$ cat src/rtl/crxb0_defines.vh
`ifndef CRXB0_DEFINES_VH
`define CRXB0_DEFINES_VH

`define CRXB0_ADDR_CTRL      4'h0
`define CRXB0_ADDR_STATUS    4'h1
`define CRXB0_ADDR_MASK      4'h2

`define CRXB0_BIT_FULL       7
`define CRXB0_BIT_MODE_HI    6
`define CRXB0_BIT_MODE_LO    5
`define CRXB0_BIT_RTR        3
`define CRXB0_BIT_DBEN       2
`define CRXB0_BIT_JUMP_OFS   1
`define CRXB0_BIT_HIT        0

`define CRXB0_MODE_ALL_VALID 2'h0
`define CRXB0_MODE_STD_ONLY  2'h1
`define CRXB0_MODE_EXT_ONLY  2'h2
`define CRXB0_MODE_ALL_ANY   2'h3

`define CRXB0_EVT_STORE      0
`define CRXB0_EVT_SPILL      1
`define CRXB0_EVT_LOST       2

`define CRXB0_RST_CTRL       8'h00
`define CRXB0_RST_EVT        3'h0
`define CRXB0_RST_MODE       2'h0
`define CRXB0_RST_FLAG       1'h0
`define CRXB0_RST_RDATA      8'h00

`endif

$ cat src/rtl/crxb0_ctrl.v
`include "crxb0_defines.vh"

// Overview of operation
// - Full flag bit 7 sets when a message is stored; clear means buffer free.
// - Mode 11 accepts everything including errors; mode 00 all valid messages.
// - Mode 10 accepts valid extended only; mode 01 valid standard only.
// - Bit 3 reads one when stored message is a remote request.
// - Double-buffer enable bit 2 spills overflow into a non-full buffer 1; else no spill.
// - Bit 0 records which acceptance filter admitted the stored message.
module crxb0_ctrl
(
    input  wire       SYS_CLK_I,
    input  wire       SYS_RST_I,
    input  wire [3:0] ADDR_I,
    input  wire [7:0] WDATA_I,
    input  wire       WR_I,
    input  wire       RD_I,
    output reg  [7:0] RDATA_O,
    input  wire       MSG_VALID_I,
    input  wire       MSG_ERROR_I,
    input  wire       MSG_EXT_I,
    input  wire       MSG_RTR_I,
    input  wire       MSG_FILTER_I,
    output wire       STORE_B0_O,
    output wire       STORE_B1_O,
    input  wire       B1_FULL_I,
    output wire       IRQ_O
);

    ////////////////////////////////////////////////////////////////////////////
    reg  [1:0] mode_ff;
    reg        dben_ff;
    reg        rtr_ff;
    reg        filhit_ff;
    reg  [2:0] mask_ff;
    wire       full;
    wire [2:0] evt_q;
    reg        mode_ok;
    wire       accept;
    wire       lost;
    wire       wr_ctrl;
    wire       wr_stat;
    wire       clr_full;
    wire [2:0] evt_set;
    wire [2:0] evt_clr;
    wire [7:0] ctrl_view;

    assign wr_ctrl = WR_I & (ADDR_I == `CRXB0_ADDR_CTRL);
    assign wr_stat = WR_I & (ADDR_I == `CRXB0_ADDR_STATUS);

    ////////////////////////////////////////////////////////////////////////////
    // Acceptance by receive mode.
    always @*
    begin
        mode_ok = 1'b0;
        case (mode_ff)
            `CRXB0_MODE_ALL_ANY:   mode_ok = 1'b1;
            `CRXB0_MODE_ALL_VALID: mode_ok = ~MSG_ERROR_I;
            `CRXB0_MODE_EXT_ONLY:  mode_ok = ~MSG_ERROR_I & MSG_EXT_I;
            `CRXB0_MODE_STD_ONLY:  mode_ok = ~MSG_ERROR_I & ~MSG_EXT_I;
            default:               mode_ok = 1'b0;
        endcase
    end

    assign accept     = MSG_VALID_I & mode_ok;
    assign STORE_B0_O = accept & ~full;
    assign STORE_B1_O = accept & full & dben_ff & ~B1_FULL_I;
    assign lost       = accept & full & ~STORE_B1_O;

    ////////////////////////////////////////////////////////////////////////////
    // Full flag: hardware sets, software writes one to clear.
    assign clr_full = wr_ctrl & WDATA_I[`CRXB0_BIT_FULL];

    crxb0_sticky u_full
    (
        .SYS_CLK_I (SYS_CLK_I),
        .SYS_RST_I (SYS_RST_I),
        .set_i     (STORE_B0_O),
        .clr_i     (clr_full),
        .q_o       (full)
    );

    assign evt_set = {lost, STORE_B1_O, STORE_B0_O};
    assign evt_clr = {3{wr_stat}} & WDATA_I[2:0];

    genvar gi;
    generate
        for (gi = 0; gi < 3; gi = gi + 1)
        begin : g_evt
            crxb0_sticky u_evt
            (
                .SYS_CLK_I (SYS_CLK_I),
                .SYS_RST_I (SYS_RST_I),
                .set_i     (evt_set[gi]),
                .clr_i     (evt_clr[gi]),
                .q_o       (evt_q[gi])
            );
        end
    endgenerate

    assign IRQ_O = |(evt_q & mask_ff);

    ////////////////////////////////////////////////////////////////////////////
    always @(posedge SYS_CLK_I)
    begin
        if (SYS_RST_I)
        begin
            mode_ff   <= `CRXB0_RST_MODE;
            dben_ff   <= `CRXB0_RST_FLAG;
            rtr_ff    <= `CRXB0_RST_FLAG;
            filhit_ff <= `CRXB0_RST_FLAG;
            mask_ff   <= `CRXB0_RST_EVT;
        end
        else
        begin
            if (wr_ctrl)
            begin
                mode_ff <= WDATA_I[`CRXB0_BIT_MODE_HI:`CRXB0_BIT_MODE_LO];
                dben_ff <= WDATA_I[`CRXB0_BIT_DBEN];
            end
            if (WR_I & (ADDR_I == `CRXB0_ADDR_MASK))
                mask_ff <= WDATA_I[2:0];
            if (STORE_B0_O)
            begin
                rtr_ff    <= MSG_RTR_I;
                filhit_ff <= MSG_FILTER_I;
            end
        end
    end

    ////////////////////////////////////////////////////////////////////////////
    // Bit 4 reads zero; the offset bit is a copy of the enable.
    assign ctrl_view = {full, mode_ff, 1'b0, rtr_ff, dben_ff,
                        dben_ff, filhit_ff};

    always @(posedge SYS_CLK_I)
    begin
        if (SYS_RST_I)
            RDATA_O <= `CRXB0_RST_RDATA;
        else if (RD_I)
        begin
            case (ADDR_I)
                `CRXB0_ADDR_CTRL:   RDATA_O <= ctrl_view;
                `CRXB0_ADDR_STATUS: RDATA_O <= {5'h00, evt_q};
                `CRXB0_ADDR_MASK:   RDATA_O <= {5'h00, mask_ff};
                default:            RDATA_O <= 8'h00;
            endcase
        end
        else
            RDATA_O <= 8'h00;
    end

endmodule // crxb0_ctrl

$ cat src/rtl/crxb0_sticky.v
`include "crxb0_defines.vh"

module crxb0_sticky
(
    input  wire SYS_CLK_I,
    input  wire SYS_RST_I,
    input  wire set_i,
    input  wire clr_i,
    output wire q_o
);

    reg  flag_ff;
    wire nxt_flag;

    // A set arriving together with a clear wins.
    assign nxt_flag = set_i | (flag_ff & ~clr_i);

    always @(posedge SYS_CLK_I)
    begin
        if (SYS_RST_I)
            flag_ff <= `CRXB0_RST_FLAG;
        else
            flag_ff <= nxt_flag;
    end

    assign q_o = flag_ff;

endmodule // crxb0_sticky

$ cat config.mk
export PLATFORM = sky130hd
export DESIGN_NAME = crxb0_ctrl
export DESIGN_NICKNAME = d
export VERILOG_FILES = /design/src/rtl/crxb0_ctrl.v /design/src/rtl/crxb0_sticky.v
export VERILOG_INCLUDE_DIRS = /design/src /design/src/rtl
export SDC_FILE = /design/constraint.sdc
export NUM_CORES = 1
export LEC_CHECK = 0
export ABC_AREA = 1
export BUFFER_PORTS_ARGS = -buffer_cell sky130_fd_sc_hd__buf_4
export CORE_MARGIN = 2
export CORE_UTILIZATION = 47
export CTS_CLUSTER_DIAMETER = 150
export DETAILED_ROUTE_END_ITERATION = 10
export PLACE_DENSITY = 0.83
export SETUP_SLACK_MARGIN = 0.02
export SYNTH_ARGS = -nofsm -noshare
export SYNTH_HDL_FRONTEND = slang
export SYNTH_SLANG_ARGS = --single-unit
$ cat constraint.sdc
create_clock -name SYS_CLK_I -period 1.7 [get_ports SYS_CLK_I]
set_clock_uncertainty 0.05 [all_clocks]
set_input_delay 0.34 -clock SYS_CLK_I [delete_from_list [all_inputs] [get_ports SYS_CLK_I]]
set_output_delay 0.34 -clock SYS_CLK_I [all_outputs]
set_load 0.005 [all_outputs]
=== Yosys cells after proc, flatten, opt, wreduce, memory -nomap -nowiden ===
Cells that the tools add are included.

* Input bits: 22
* Flip-flop bits (word level): 20

* Bitwise logic cells: 32
* Equal/unequal tests: 5
* Reductions and logical operators: 4
* Multiplexer cells: 2

{| class="wikitable"
|+ Operator list
! kind !! count
|-
| $pmux 8 s3 || 1
|-
| $and 1x1->1 || 16
|-
| $not 1->1 || 10
|-
| $and 3x3->3 || 2
|-
| $eq 2x2->1 const B || 2
|-
| $eq 4x1->1 const B || 1
|-
| $eq 4x2->1 const B || 1
|-
| $logic_not 4->1 || 1
|-
| $or 1x1->1 || 4
|-
| $pmux 1 s4 || 1
|-
| $reduce_or 3->1 || 1
|-
| $eq 2x1->1 const B || 1
|-
| $logic_not 2->1 || 1
|-
| $reduce_or 2->1 || 1
|}

=== Depth between registers and ports, before layout ===
Gate-level depths: netlist of run 1.

* Depth after elaboration: 10
* Depth in mapped cells: 10
* Depth with buffers taken out: 10

=== By module ===
Synthesis of run 1 repeated with hierarchy kept, for this count alone.

* Cells, all modules: 134
* Area total of the unflattened synthesis: 937.1 um^2

{| class="wikitable"
|+ Modules (own cells, without submodules)
! module !! seq. area each (um^2) !! cells an instance !! times used !! area each (um^2)
|-
| crxb0_ctrl || 300.3 || 114 || 1 || 777.0
|-
| crxb0_sticky || 20.0 || 5 || 4 || 40.0
|}

=== Least setup slack after synthesis of run 1 ===
Ideal clock, no wire load.

* Path kind: flip-flop to output port
* Start point: register mode_ff[0]
* End point: output STORE_B0_O
* Required time: 1310 ps
* Data arrival time: 1041 ps
* Setup slack: 269 ps
* Stages on the path, launching flop included: 7
* Path through: dfxtp_1 -> inv_1 -> ha_1 -> nand4_1 -> nand3_2 -> nand3_2 -> inv_1

* Longest elaborated chain between the ends: 4
* Elaborated cells between the ends (all ways): 7
* Those cells by class: eq/ne (3); mux (1); bitwise (2); reduce/logical (1)

{| class="wikitable"
|+ Ends and longest elaborated chain
! what !! line !! text
|-
| from (decl) || crxb0_ctrl.v:31 || <nowiki>reg [1:0] mode_ff;</nowiki>
|-
| from (signal assigned) || crxb0_ctrl.v:108 || <nowiki>mode_ff <= `CRXB0_RST_MODE;</nowiki>
|-
| from (signal assigned) || crxb0_ctrl.v:118 || <nowiki>mode_ff <= WDATA_I[`CRXB0_BIT_MODE_HI:`CRXB0_BIT_MODE_LO];</nowiki>
|-
| $eq 2x1->1 (tied with other cells) || crxb0_ctrl.v:56 || <nowiki>case (mode_ff)</nowiki>
|-
| $pmux 1 s4 * || crxb0_ctrl.v:56 ||
|-
| $and 1x1->1 * || crxb0_ctrl.v:65 || <nowiki>assign accept = MSG_VALID_I & mode_ok;</nowiki>
|-
| $and 1x1->1 * || crxb0_ctrl.v:66 || <nowiki>assign STORE_B0_O = accept & ~full;</nowiki>
|-
| to (decl) || crxb0_ctrl.v:24 || <nowiki>output wire STORE_B0_O,</nowiki>
|}

Every way passes the cells marked *; elsewhere a longest branch is shown, timed or not.

=== Worst setup path after layout of run 1 ===
* Start point: register mode_ff[0]
* End point: output STORE_B1_O

* Longest elaborated chain between the ends: 6
* Elaborated cells between the ends (all ways): 9
* Those cells by class: eq/ne (3); mux (1); bitwise (4); reduce/logical (1)

{| class="wikitable"
|+ Ends and longest elaborated chain
! what !! line !! text
|-
| $eq 2x1->1 (tied with other cells) || crxb0_ctrl.v:56 ||
|-
| $pmux 1 s4 * || crxb0_ctrl.v:56 ||
|-
| $and 1x1->1 * || crxb0_ctrl.v:65 ||
|-
| $and 1x1->1 * (3 in a row) || crxb0_ctrl.v:67 || <nowiki>assign STORE_B1_O = accept & full & dben_ff & ~B1_FULL_I;</nowiki>
|-
| to (decl) || crxb0_ctrl.v:25 || <nowiki>output wire STORE_B1_O,</nowiki>
|}

Marks and branches as above.

==> impl_summary.log, run 1 <==
[metrics] clock insertion delay at the later pin of the skew report: 0.30 ns
[metrics] area of the die: 2290 µm²
[metrics] most used flip-flop cell after synthesis: dfxtp_1
[metrics] data arrival time of the worst path: 1.50 ns
[metrics] antenna violations before repair: 0
[metrics] Final setup violation count: 2
[metrics] post-placement cell area: about 1100 µm²
[metrics] Area Growth Syn to Fin: 40.3%
[metrics] Sw Ratio: 25.5%
[metrics] via count of the first global-routing pass: around 880
[metrics] worst hold slack: 0.212 ns
[metrics] Final Cell Area: between 1000 and 1500 µm²
[metrics] PnR Total Power: 0.814 mW
[metrics] placed cells: 177
[metrics] combinational share of power: around 15%
[metrics] Critical Path, Cell by Cell: inv_4 > ha_4 > nand4_1 > nand3_2 > nand4_1 > inv_1 > buf_4
[metrics] global-route wire length before repair: 3.57 mm
[metrics] commonest non-fill, non-tap cells in the layout: buf_4 (38), nand2_1 (30), inv_1 (21), dfxtp_1 (17), nand3_1 (10)
[metrics] outcome: complete, but fails checks
[metrics] class of the most critical setup path: flop to output port
[metrics] I/O pin cnt: 33
[metrics] relative contribution of the clock network to total power: between 20% and 30%
[metrics] max cap viols: 0
[metrics] number of DRC violations after detailed routing: 0
[metrics] Syn Nets: 150
[metrics] via count: 934
[metrics] ys async rst share: 0%
[metrics] compound-cell area share of the yosys netlist: ~8.6%
[metrics] Starting Density: 51.2%
[metrics] Synth cell types: 19
[metrics] final critical-path required period: ~1.9 ns
[metrics] Inserted Diodes: 0
[metrics] number of instances in the synthesized netlist: 125
[metrics] placeable core region: 1760 µm²
[metrics] number of buffers added by the clock tree synthesis step: 3
[metrics] drt via density: 4.94
[metrics] critical path endpoint category: output port
[metrics] iteration count of the initial detailed-routing pass: 5
[metrics] crit share post-route: 111%
[metrics] Num Clock Sinks: 19
[metrics] antenna-violating nets left: 0
[metrics] average cell area after synthesis: 7.23 µm²
[metrics] Required @ worst endpoint: 1.31 ns
[metrics] Max stage delay on crit path: 0.39 ns
[metrics] count of flip-flops with a built-in enable after synthesis: 0
[metrics] worst setup slack after layout: -0.192 ns
[metrics] post-CTS clock slew at the launch and capture registers of the worst setup and hold paths: 0.10 ns
[metrics] basic-gate share of the synthesized area counting and, or, nand and nor cells: around a third
[metrics] Buffers on Ports: 29
[metrics] half-perimeter wire length of the detailed placement result: about 1.5 mm
[metrics] H-tree level count: 1
[metrics] Final Max Tran Viols: 0
[metrics] post-synthesis share of cell area spent on full adders, half adders and majority gates: 4.16%
[metrics] power density cells: 642 nW/µm²
[metrics] top post-synthesis cells by area: dfxtp_1 (42%), nand2_1 (12%), inv_1 (10%)
[metrics] most numerous cell on the critical path: nand4_1
[metrics] total overflow reported by the global router: 0
[metrics] register area share after synthesis: 42.1%
[metrics] final hold violation count: 0
[metrics] synthesized-area fraction occupied by xor and xnor cells: 0%
[metrics] part of the total power dissipated in sequential elements: 56.9%
[metrics] share of final-layout standard cells stronger than drive strength 1: 36.0%
[metrics] Top delay family on crit path: flip-flops
[metrics] global placement routability congestion: 0.792
[metrics] clk root buf: clkbuf_4
[metrics] yosys synthesis warning count: 0
[metrics] Internal: 0.607 mW
[metrics] main combinational cell family by area after synthesis: simple AND/OR/NAND/NOR gates
[metrics] pin count of the biggest net entering global routing: 11
[metrics] floorplan die width: between 40 and 50 µm
[metrics] Total Routing Usage GR: 23.0%
[metrics] number of hold buffers added after cts: 0
[metrics] top cell type's share of synthesized area: 42.1%
[metrics] TritonCTS clock tree: built
[metrics] cell area after technology mapping: 903 µm²
[metrics] switching power of the nets: between 0.2 and 0.25 mW
[metrics] highest ir drop seen on vdd: 0.434 mV
[metrics] Highest Clock Rate: 0.529 GHz
[metrics] unrepaired setup endpoints after global routing: true
[metrics] Crit path buffers/inverters: 3
[metrics] slowest cell on the critical path: dfxtp_4
[metrics] wirelength, routed: 2.11 mm
[metrics] FP Rows: 15
[metrics] first-iteration detailed-routing DRC count: 12
[metrics] type of the most critical hold path: input port to flop
[metrics] leakage power total: a little over 0.6 nW
[metrics] routed wire length per instance: 11.2 µm
[metrics] fraction of synthesized area in multiplexers: 0%
[metrics] pre-CTS setup slack: 0.0494 ns
[metrics] final instance count without filler cells: 189
[metrics] Critical Path Start Type: flop
[metrics] failing checks: negative setup slack
[metrics] most common cell after layout, fill and taps aside: buf_4
[metrics] Max Fanout on Critical Path: 4
[metrics] cell type with the largest total area after synthesis: dfxtp_1
[metrics] maximum root-to-sink buffer count: 2
[metrics] Final #Nets: 190
[metrics] overall die height: 47.8 µm
[metrics] post-synthesis sequential element count: 19
cell type report:
| class | count | area (µm²) |
|---|---|---|
| fillers | 156 | 497 |
| multi-input cells | 78 | 440 |
| flip-flops and latches | 19 | 385 |
| repair buffers | 38 | 285 |
| inverters | 25 | 98.8 |
| well taps | 25 | 31.3 |
| clock buffers | 4 | 26.3 |
sequential cells by signal (all words and copies together) (netlist names):
| name | cells |
|---|---|
| mask_ff | 3 |
| rtr_ff | 1 |
| u_full.q_o | 1 |
| dben_ff | 1 |
| mode_ff | 2 |
| g_evt.u_evt.q_o | 3 |
| RDATA_O | 7 |
| filhit_ff | 1 |
path summary, 6_finish.rpt:
path         depth (start not counted)  slack (ns)       start                 end
max reg2reg                          8        0.18  mode_ff[0]  g_evt[1].u_evt.q_o
max                                  7       -0.19  mode_ff[0]          STORE_B1_O
min                                  2        0.21   SYS_RST_I  g_evt[1].u_evt.q_o
min reg2reg                          2        0.43      rtr_ff          RDATA_O[3]
cells in the mapped netlist, types with 3 or more instances:
cell	n
nand3_1	10
o21ai_0	3
nor3_1	4
nand2_1	30
nand4_1	5
dfxtp_1	19
a21oi_1	10
inv_1	24
ha_1	3
nor2_1	3
per-stage QoR:
| stage | util [%] | setup TNS [ns] |
|---|---|---|
| global route | 71.8 | -0.511 |
| CTS | 72.3 | -0.455 |
| detailed placement | 64.8 | 0 |
| finish | 71.8 | -0.303 |
| global placement | 64.8 | 0 |
| floorplan | - | 0 |
timing repair:
action | 4_1_cts | 5_1_grt
setup endpoints to repair | 2 | 3
setup buffers | 9 | 3
resized for setup | 11 | 1
pin swaps | 2 | 2
metal layers:
metal  vias up  global-route usage [%]  wire, µm
li1        468                       -         -
met1       424                    24.8       874
met2        36                    42.4      1080
met3         6                    3.40        96
met4         0                    12.4        63
met5         -                       0         0
worst reg2reg max path, delay by kind of cell (launching register included):
kind	cells	cell delay [ns]
flip-flops	1	0.39
AND/OR/NAND/NOR	3	0.34
buffers and inverters	3	0.32
adder cells (fa/ha/maj)	1	0.24
AO/OA/AOI/OAI	1	0.11
cell families after synthesis:
group,after synthesis
AO/OA/AOI/OAI,14
adder cells (fa/ha/maj),3
buffers and inverters,28
flip-flops,19
other,1
AND/OR/NAND/NOR,60
power groups by stage:
stage | Clock [mW] | Combinational, mW | Sequential, mW
after global placement | 0 | 0.106 | 0.473
after floorplan | 0 | 0.0578 | 0.472
final | 0.228 | 0.123 | 0.463
after detailed placement | 0 | 0.109 | 0.474
after CTS | 0.231 | 0.117 | 0.463
after global routing | 0.260 | 0.135 | 0.465
No activity file was read; power rests on OpenSTA's default activity.
==> run 2, diff against run 1 <==
- TNS_END_PERCENT: not set -> 10
==> impl_summary.log, run 2 (synthesis results as in run 1) <==
[metrics] Num Clock Sinks: 19 (unchanged)
[metrics] global placement routability congestion: 0.792 (unchanged)
[metrics] clk root buf: clkbuf_4
[metrics] count of fill cells added during filler insertion: 152 (-2.6%)
[metrics] half-perimeter wire length of the detailed placement result: 1.47 mm (unchanged)
[metrics] data arrival time of the worst path: 1.52 ns (+0.02 ns)
[metrics] most common cell after layout, fill and taps aside: buf_4
[metrics] antenna violations before repair: 0 (unchanged)
[metrics] floorplan die width: 47.8 µm (unchanged)
[metrics] highest ir drop seen on vdd: 0.427 mV (-1.7%)
[metrics] iteration count of the initial detailed-routing pass: 4 (-1)
[metrics] placed cells: 177 (unchanged)
[metrics] worst setup slack after layout: -0.211 ns (-0.0192 ns)
[metrics] critical path endpoint category: output port
[metrics] final hold violation count: 0 (unchanged)
[metrics] Inserted Diodes: 0 (unchanged)
[metrics] Max Fanout on Critical Path: 4 (unchanged)
[metrics] Buffers on Ports: 29 (unchanged)
[metrics] power density cells: 631 nW/µm² (-1.8%)
[metrics] drt via density: 4.96 (+0.33%)
[metrics] Largest register FFs: 7 (unchanged)
[metrics] crit share post-route: 112% (+1.1 points)
[metrics] number of DRC violations after detailed routing: 0 (unchanged)
[metrics] PnR Total Power: 0.813 mW (about the same)
[metrics] leakage power total: 0.627 nW (+2.3%)
[metrics] failing checks: negative setup slack
[metrics] area of the die: 2290 µm² (unchanged)
[metrics] global-route wire length before repair: 3.57 mm (unchanged)
[metrics] H-tree level count: 1 (unchanged)
[metrics] pin count of the biggest net entering global routing: 11 (unchanged)
[metrics] via count of the first global-routing pass: 882 (unchanged)
[metrics] Final Max Tran Viols: 0 (unchanged)
[metrics] via count: 952 (+1.9%)
[metrics] final critical-path required period: 1.91 ns (+0.0192 ns)
[metrics] share of final-layout standard cells stronger than drive strength 1: 36.5% (+0.55 points)
[metrics] commonest non-fill, non-tap cells in the layout: buf_4 (41), nand2_1 (30), inv_1 (22), dfxtp_1 (17), nand3_1 (10)
[metrics] routed wire length per instance: 11.6 µm (+3.9%)
[metrics] overall die height: 47.8 µm (unchanged)
[metrics] I/O pin cnt: 33 (unchanged)
[metrics] unrepaired setup endpoints after global routing: true
[metrics] FP Rows: 15 (unchanged)
[metrics] TritonCTS clock tree: built
[metrics] number of buffers added by the clock tree synthesis step: 3 (unchanged)
[metrics] Area Growth Syn to Fin: 42.8%
[metrics] wirelength, routed: 2.23 mm (+5.5%)
[metrics] post-CTS clock slew at the launch and capture registers of the worst setup and hold paths: 0.10 ns (about the same)
[metrics] clock insertion delay at the later pin of the skew report: 0.29 ns (about the same)
[metrics] placeable core region: 1760 µm² (unchanged)
[metrics] antenna-violating nets left: 0 (unchanged)
[metrics] maximum root-to-sink buffer count: 2 (unchanged)
[metrics] total overflow reported by the global router: 0 (unchanged)
[metrics] worst hold slack: 0.215 ns (+0.00304 ns)
[metrics] Total Routing Usage GR: 23.0% (unchanged)
[metrics] type of the most critical hold path: input port to flop
[metrics] Highest Clock Rate: 0.523 GHz (-1.0%)
[metrics] first-iteration detailed-routing DRC count: 28 (+16)
[metrics] Required @ worst endpoint: 1.31 ns (about the same)
[metrics] outcome: complete, but fails checks
[metrics] Critical Path Start Type: flop
[metrics] Starting Density: 51.2% (unchanged)
[metrics] max cap viols: 0 (unchanged)
[metrics] class of the most critical setup path: flop to output port
[metrics] final instance count without filler cells: 192 (+1.6%)
[metrics] Largest Register: RDATA_O
[metrics] Final setup violation count: 3 (+1)
[metrics] Final #Nets: 193 (+1.6%)
[run 2: changes by cell type in the layout (fill, tap and decap cells not counted), sizes merged]
cell | before | now
buf | 38 | 41
[run 2: metal layers]
layer	vias up	global-route usage (%)	part of all wire, %
met5	-	0	0
met4	0	12.4	2.8
met3	6	3.40	4.8
met2	35	42.4	53
met1	438	24.8	40
li1	473	-	-
[run 2: path summary, 6_finish.rpt]
| check | start | to | slack, ns | cells past startpoint |
|---|---|---|---|---|
| max | mode_ff[0] | STORE_B1_O | -0.21 | 7 |
| min | SYS_RST_I | g_evt[1].u_evt.q_o | 0.22 | 2 |
| max reg2reg | mode_ff[0] | g_evt[1].u_evt.q_o | -0.19 | 11 |
| min reg2reg | rtr_ff | RDATA_O[3] | 0.43 | 2 |
[run 2: layout make-up]
type,count,area [µm²],area share [%]
multi-input cells,78,440,34.1
flip-flops and latches,19,385,29.9
repair buffers,41,308,23.9
inverters,25,98.8,7.66
well taps,25,31.3,2.42
clock buffers,4,26.3,2.04
[run 2: critical path, stage by stage, from the launching register on]
cell and delay, ns:
dfxtp_4 0.39, inv_4 0.04, ha_4 0.24, nand4_1 0.10, nand3_2 0.12, nand4_1 0.13, inv_1 0.09, buf_4 0.10
[run 2: repair_timing]
action                     4_1_cts  5_1_grt
gates cloned                     0        0
pin swaps                        2        1
hold buffers                     0        0
setup endpoints to repair        2        3
gates resized for setup         11        0
hold endpoints to repair         0        0
setup buffers                    9        2
[run 2: stage by stage]
stage	util, %	setup TNS (ns)	instance area (µm²)	setup WS, ns
final	73.1	-0.520	1290	-0.211
after global routing	73.1	-0.823	1290	-0.318
after CTS	72.3	-0.455	1270	-0.196
after detailed placement	64.8	0	1140	0.0494
after global placement	64.8	0	1140	0.0924
after floorplan	-	0	903	0.269
[run 2: report_power, final]
group,switching (mW),internal [mW]
Clock,0.135,0.0913
Sequential,0.00754,0.456
Combinational,0.0639,0.0599
